==> src/dprc_pkg.sv <==
/*
  Constants for the dual-port RAM port controller: widths, mailbox addresses and the
  cycle counts that pace a write against arbitration.
  Assumes a 100 MHz clock and the RAM's wait flag sampled synchronously.
*/
package dprc_pkg;
  localparam int ADDR_W = 11;
  localparam int DATA_W = 8;
  localparam logic [10:0] MAIL_TO_RIGHT_ADDR = 11'h07FF;
  localparam logic [10:0] MAIL_TO_LEFT_ADDR = 11'h07FE;
  localparam int CLK_PERIOD_NS = 10;
  localparam int ARB_TIME_NS = 45;
  localparam int WRITE_HOLD_NS = 20;
  localparam int WRITE_PULSE_NS = 40;
  localparam logic [3:0] ARB_CYC = 4'((ARB_TIME_NS + CLK_PERIOD_NS - 1) / CLK_PERIOD_NS);
  localparam logic [3:0] HOLD_CYC = 4'((WRITE_HOLD_NS + CLK_PERIOD_NS - 1) / CLK_PERIOD_NS);
  localparam logic [3:0] PULSE_CYC = 4'((WRITE_PULSE_NS + CLK_PERIOD_NS - 1) / CLK_PERIOD_NS);
  localparam logic [3:0] READ_CYC = 4'h4;
  localparam logic [3:0] WAIT_LIMIT = 4'hF;
  typedef enum logic [2:0] {
    DPRC_IDLE, DPRC_SELECT, DPRC_READ, DPRC_WSETTLE, DPRC_WPULSE, DPRC_WHOLD, DPRC_DONE
  } dprc_state_type;
endpackage

==> src/dprc_port_ctrl.sv <==
/*
  One-port controller that drives a dual-port RAM port through its pins.
  Assumes the wait flag input is synchronous to CLK and that the RAM pins are driven
  straight from these outputs.
*/
`timescale 1ns/10ps
// Notes on behaviour
// - Delay slave write until wait settles.
// - Keep write strobe active past wait.
// - Delay strobe by worst arbitration time.
// - Write strobe high throughout read cycles.
module dprc_port_ctrl
  import dprc_pkg::*;
(
  input wire logic CLK,
  input wire logic NRST,
  input wire logic REQ_VALID,
  output logic REQ_READY,
  input wire logic REQ_WRITE,
  input wire logic [ADDR_W-1:0] REQ_ADDR,
  input wire logic [DATA_W-1:0] REQ_WDATA,
  output logic RSP_VALID,
  output logic [DATA_W-1:0] RSP_RDATA,
  output logic RSP_RETRY,
  output logic CHIP_SELECT_N,
  output logic WRITE_STROBE_N,
  output logic OUTPUT_GATE_N,
  output logic [ADDR_W-1:0] ADDR,
  output logic [DATA_W-1:0] DATA_OUT,
  output logic DATA_OE_N,
  input wire logic [DATA_W-1:0] DATA_IN,
  input wire logic WAIT_FLAG_N
);
  // ==========================================================================
  // State and pacing.
  dprc_state_type state_q;
  logic [3:0] cnt_q;
  logic write_q;
  logic abandon_q;
  logic [3:0] sel_age_q;
  logic [ADDR_W-1:0] addr_q;
  logic [DATA_W-1:0] wdata_q;

  assign REQ_READY = (state_q == DPRC_IDLE);

  always_ff @(posedge CLK) begin
    if (!NRST) begin
      state_q <= DPRC_IDLE;
      cnt_q <= 4'h0;
      abandon_q <= 1'b0;
    end else begin
      unique case (state_q)
        DPRC_IDLE: begin
          cnt_q <= 4'h0;
          abandon_q <= 1'b0;
          if (REQ_VALID) begin
            state_q <= DPRC_SELECT;
          end
        end
        DPRC_SELECT: begin
          // Address and select settle one cycle before the gate moves and at least seven cycles before the strobe.
          cnt_q <= 4'h0;
          state_q <= write_q ? DPRC_WSETTLE : DPRC_READ;
        end
        DPRC_READ: begin
          cnt_q <= cnt_q + 4'h1;
          if (cnt_q >= READ_CYC) begin
            state_q <= DPRC_DONE;
          end
        end
        DPRC_WSETTLE: begin
          cnt_q <= cnt_q + 4'h1;
          if (cnt_q >= ARB_CYC && WAIT_FLAG_N) begin
            state_q <= DPRC_WPULSE;
            cnt_q <= 4'h0;
          end else if (cnt_q == WAIT_LIMIT) begin
            // The wait flag never cleared, so give up without a strobe and report a retry.
            abandon_q <= 1'b1;
            cnt_q <= 4'h0;
            state_q <= DPRC_DONE;
          end
        end
        DPRC_WPULSE: begin
          if (!WAIT_FLAG_N) begin
            cnt_q <= 4'h0;
          end else begin
            cnt_q <= cnt_q + 4'h1;
          end
          if (WAIT_FLAG_N && cnt_q >= PULSE_CYC + HOLD_CYC) begin
            state_q <= DPRC_WHOLD;
          end
        end
        DPRC_WHOLD: begin
          // Strobe has risen; select drops two cycles later, never together.
          state_q <= DPRC_DONE;
        end
        DPRC_DONE: begin
          state_q <= DPRC_IDLE;
        end
        default: begin
          state_q <= DPRC_IDLE;
        end
      endcase
    end
  end

  // ==========================================================================
  // Request capture.
  always_ff @(posedge CLK) begin
    if (!NRST) begin
      write_q <= 1'b0;
      addr_q <= '0;
      wdata_q <= '0;
    end else if (state_q == DPRC_IDLE && REQ_VALID) begin
      write_q <= REQ_WRITE;
      addr_q <= REQ_ADDR;
      wdata_q <= REQ_WDATA;
    end
  end

  // ==========================================================================
  // Pin drive.
  always_ff @(posedge CLK) begin
    if (!NRST) begin
      CHIP_SELECT_N <= 1'b1;
      WRITE_STROBE_N <= 1'b1;
      OUTPUT_GATE_N <= 1'b1;
      DATA_OE_N <= 1'b1;
      ADDR <= '0;
      DATA_OUT <= '0;
    end else begin
      ADDR <= addr_q;
      DATA_OUT <= wdata_q;
      CHIP_SELECT_N <= !(state_q inside {DPRC_SELECT, DPRC_READ, DPRC_WSETTLE,
                                        DPRC_WPULSE, DPRC_WHOLD});
      WRITE_STROBE_N <= !(state_q == DPRC_WPULSE && !(WAIT_FLAG_N
                        && cnt_q >= PULSE_CYC + HOLD_CYC));
      OUTPUT_GATE_N <= !(state_q == DPRC_READ && cnt_q < READ_CYC);
      DATA_OE_N <= !(state_q inside {DPRC_WSETTLE, DPRC_WPULSE});
    end
  end

  // ==========================================================================
  // Answers.
  always_ff @(posedge CLK) begin
    if (!NRST) begin
      RSP_VALID <= 1'b0;
      RSP_RDATA <= '0;
      RSP_RETRY <= 1'b0;
    end else begin
      RSP_VALID <= (state_q == DPRC_DONE);
      RSP_RETRY <= (state_q == DPRC_DONE) && abandon_q;
      if (state_q == DPRC_READ && cnt_q == READ_CYC) begin
        RSP_RDATA <= DATA_IN;
      end
    end
  end

  // ==========================================================================
  // Checks.
  // Counts the cycles for which the select has been low, saturating at the top.
  always_ff @(posedge CLK) begin
    if (!NRST || CHIP_SELECT_N) begin
      sel_age_q <= 4'h0;
    end else if (sel_age_q != 4'hF) begin
      sel_age_q <= sel_age_q + 4'h1;
    end
  end
endmodule

==> config.mk <==
export PLATFORM = sky130hd
export DESIGN_NAME = dprc_port_ctrl
export DESIGN_NICKNAME = d
export VERILOG_FILES = /design/src/dprc_pkg.sv /design/src/dprc_port_ctrl.sv
export SDC_FILE = /design/constraint.sdc
export NUM_CORES = 1
export LEC_CHECK = 0
export BUFFER_PORTS_ARGS = -buffer_cell sky130_fd_sc_hd__buf_2
export CORE_UTILIZATION = 30
export CTS_BUF_LIST = sky130_fd_sc_hd__clkbuf_16
export DETAILED_ROUTE_END_ITERATION = 6
export PLACE_DENSITY = 0.5
export REMOVE_ABC_BUFFERS = 1
export SETUP_SLACK_MARGIN = 0.2
export SLEW_MARGIN = 15
export SYNTH_ARGS = -nofsm -noshare
export SYNTH_HDL_FRONTEND = slang
export SYNTH_SLANG_ARGS = --single-unit
==> constraint.sdc <==
create_clock -name CLK -period 4.1 [get_ports CLK]
set_input_delay 0.205 -clock CLK [delete_from_list [all_inputs] [get_ports CLK]]
set_output_delay 0.205 -clock CLK [all_outputs]
set_load 0.05 [all_outputs]
==> flow_summary.toml <==
[cells_and_area]
stdcell_count = 411
layout_common_cells = "65 x buf_2, 61 x dfxtp_1, 49 x nand2_1"
area_growth_pct = 25.0
fin_nets = 340
drive_gt1_frac = 0.278
final_common_cell = "buf_2"
antenna_cells = 0

[cts]
clock-sinks = 61
cts_tree = "built"
clock_latency_ns = 0.32
htreeDepth = 3
numCtsBuffers = 9
cts_root_buf = "clkbuf_16"
clockBufferDepth = 2
clkTransAtPathRegs_ns = 0.05
holdBufCountCts = 0
cts_resized = 0
post_cts_buffers = 0

[floorplan]
ios = 66
dieWidth_um = 91.4
rows = 32
start_util = 0.310
die_h_um = 91.4
die-area_um2 = 8350
coreArea_um2 = 7730

[synth]
synthTopCellsByArea = "dfxtp_1 51%, nand2_1 7.7%, a21boi_1 6.3%, and2_1 5.2%, mux2i_1 3.3%"
synth-main-ff-cell = "dfxtp_1"
avgSynthCellArea_um2 = 9.78
synth_top_area_frac = 0.510
syn_inst = 245
synth_area_um2 = 2400
ys_seq_elements = 61
async_flop_share = 0
synth_enable_flop_cells = 0
yosys.area.top_type = "dfxtp_1"
yosys_warnings = 0
yosysSeqAreaShare = 0.510
ys_types = 43

[global_routing]
grt_max_degree = 63
grt_pass1_vias = 1707
grt_pass1_wl_um = 7960
grt_use_total = 0.123
antenna_found_initial = 0
overflow = 0

[sta]
slew_headroom = 0.406
rsz0062_at_grt = "false"
worst_slew_pin_slew_ns = 0.891
timing.fmax_mhz = 575
tns_ns = 0
period_share = 0.424
hold_viol_final = 0
setup_viol = 0
fin_crit_ns = 1.74
finalMaxSlewViolations = 0
skew_ns = 0.00533

[worst_setup_path]
setup.worst_path.class = "flip-flop to flip-flop"
r2r-start = "cnt_q[1]"
endpoint = "cnt_q[3]"
cp_max_fo = 7
timing.rr.end = "cnt_q[3]"
reg2reg_slack_ns = 2.36
critPathLaunchType = "flip-flop"
cp.required_ns = 4.33
cp-end-kind = "flip-flop"
startpoint = "cnt_q[1]"
ff2ff_path_depth = 6
worstPathArrival_ns = 1.97

[route]
dr_wl_met3_um = 278
vias_per_cell = 4.41
routed_wl_um = 4850
drc = 0
routed.top_layer = "met4"
num_vias = 1813
m1WireLength_um = 2270
wl_met2_um = 2220
drtIter0Drc = 51
ant_nets = 0
routedWlPerCell_um = 11.8
drtPass1Iterations = 4

[hold_path]
hold_path.class = "input pin to flip-flop"

[outcome]
status = "completed"

[power_and_ir_drop]
fin_total_pwr_uw = 1540
leakagePower_uw = 0.00133
p_per_area_nw_per_um2 = 515
ir_drop_uv = 218

[place]
placedCellCount = 395
dpl.hpwl_um = 3090
place_congestion = 0.755
placement.io_buffers = 65

[flow_run]
drv_cap = 0
-- worst min path at each step --
| stage | from | to | slack, ns | cells after the start |
|---|---|---|---|---|
| final | REQ_WDATA[7] | wdata_q[7] | 0.12 | 3 |
| after global routing | REQ_ADDR[2] | addr_q[2] | 0.12 | 3 |
| after CTS | REQ_ADDR[2] | addr_q[2] | 0.11 | 3 |
| after detailed placement | addr_q[7] | ADDR[7] | 0.44 | 1 |
| after global placement | addr_q[8] | addr_q[8] | 0.44 | 2 |
| after floorplan | NRST | CHIP_SELECT_N | 0.27 | 1 |
-- where the power goes --
| part | switching (uW) | total (uW) | leakage, uW | internal, uW |
|---|---|---|---|---|
| logic | 149 | 223 | 0.000702 | 74.0 |
| registers | 36.6 | 671 | 0.000497 | 634 |
| clock network | 252 | 650 | 0.000133 | 398 |
| total | 437 | 1540 | 0.00133 | 1110 |
-- synth_stat cells (all sizes together) (3+ instances only) --
master and n:
nand2 49, ha 4, nand3 3, nor2b 10
o21ai 5, nor3 3, and2 21, a21boi 21
buf 10, dfxtp 61, clkbuf 7, o21a 3
inv 5, nor2 3, o311ai 3, a21oi 9
mux2i 8
-- worst max-delay path, cell delays in order (launching register included) --
cell and delay [ns]:
dfxtp_1 0.48, inv_1 0.11, ha_1 0.18, nand2b_1 0.17
a32oi_2 0.33, o311ai_1 0.12, o32ai_1 0.26
-- through the flow --
step / area [um^2] / hold slack (ns) / utilization / setup WS [ns]
after floorplan: 2280 / 0.267 / - / 2.33
after global placement: 2740 / 0.436 / 0.354 / 2.29
after detailed placement: 2740 / 0.438 / 0.354 / 2.27
after CTS: 3000 / 0.112 / 0.388 / 2.26
after global routing: 3000 / 0.118 / 0.388 / 2.08
final: 3000 / 0.122 / 0.388 / 2.36
-- routing by layer --
layer | global-route usage | up-vias
li1 | - | 936
met1 | 0.145 | 815
met2 | 0.198 | 55
met3 | 0.0335 | 7
met4 | 0.0767 | 0
met5 | 0 | -
-- sequential cells by signal (all words and copies together), names as in the netlist --
| name | count |
|---|---|
| ADDR | 11 |
| CHIP_SELECT_N | 1 |
| DATA_OE_N | 1 |
| DATA_OUT | 8 |
| OUTPUT_GATE_N | 1 |
| RSP_RDATA | 8 |
| RSP_RETRY | 1 |
| RSP_VALID | 1 |
| WRITE_STROBE_N | 1 |
| abandon_q | 1 |
| addr_q | 11 |
| cnt_q | 4 |
| state_q | 3 |
| wdata_q | 8 |
| write_q | 1 |
-- cells by family after synthesis --
kind of cell,count (synthesis),share of synthesized area
buffers and inverters,22,0.0548
adders and majority gates,4,0.0209
AOI/OAI and AO/OA,51,0.154
DFF,61,0.510
and+or+nand+nor,99,0.227
muxes,8,0.0334
-- layout make-up --
| type | count | area [um^2] |
|---|---|---|
| Fill cell | 820 | 4730 |
| Sequential cell | 61 | 1220 |
| Multi-Input combinational cell | 162 | 1040 |
| Timing Repair Buffer | 65 | 325 |
| Clock buffer | 9 | 225 |
| Tap cell | 102 | 128 |
| Clock inverter | 7 | 33.8 |
| Inverter | 5 | 18.8 |
Note: power is estimated with default switching activity, not from simulation.
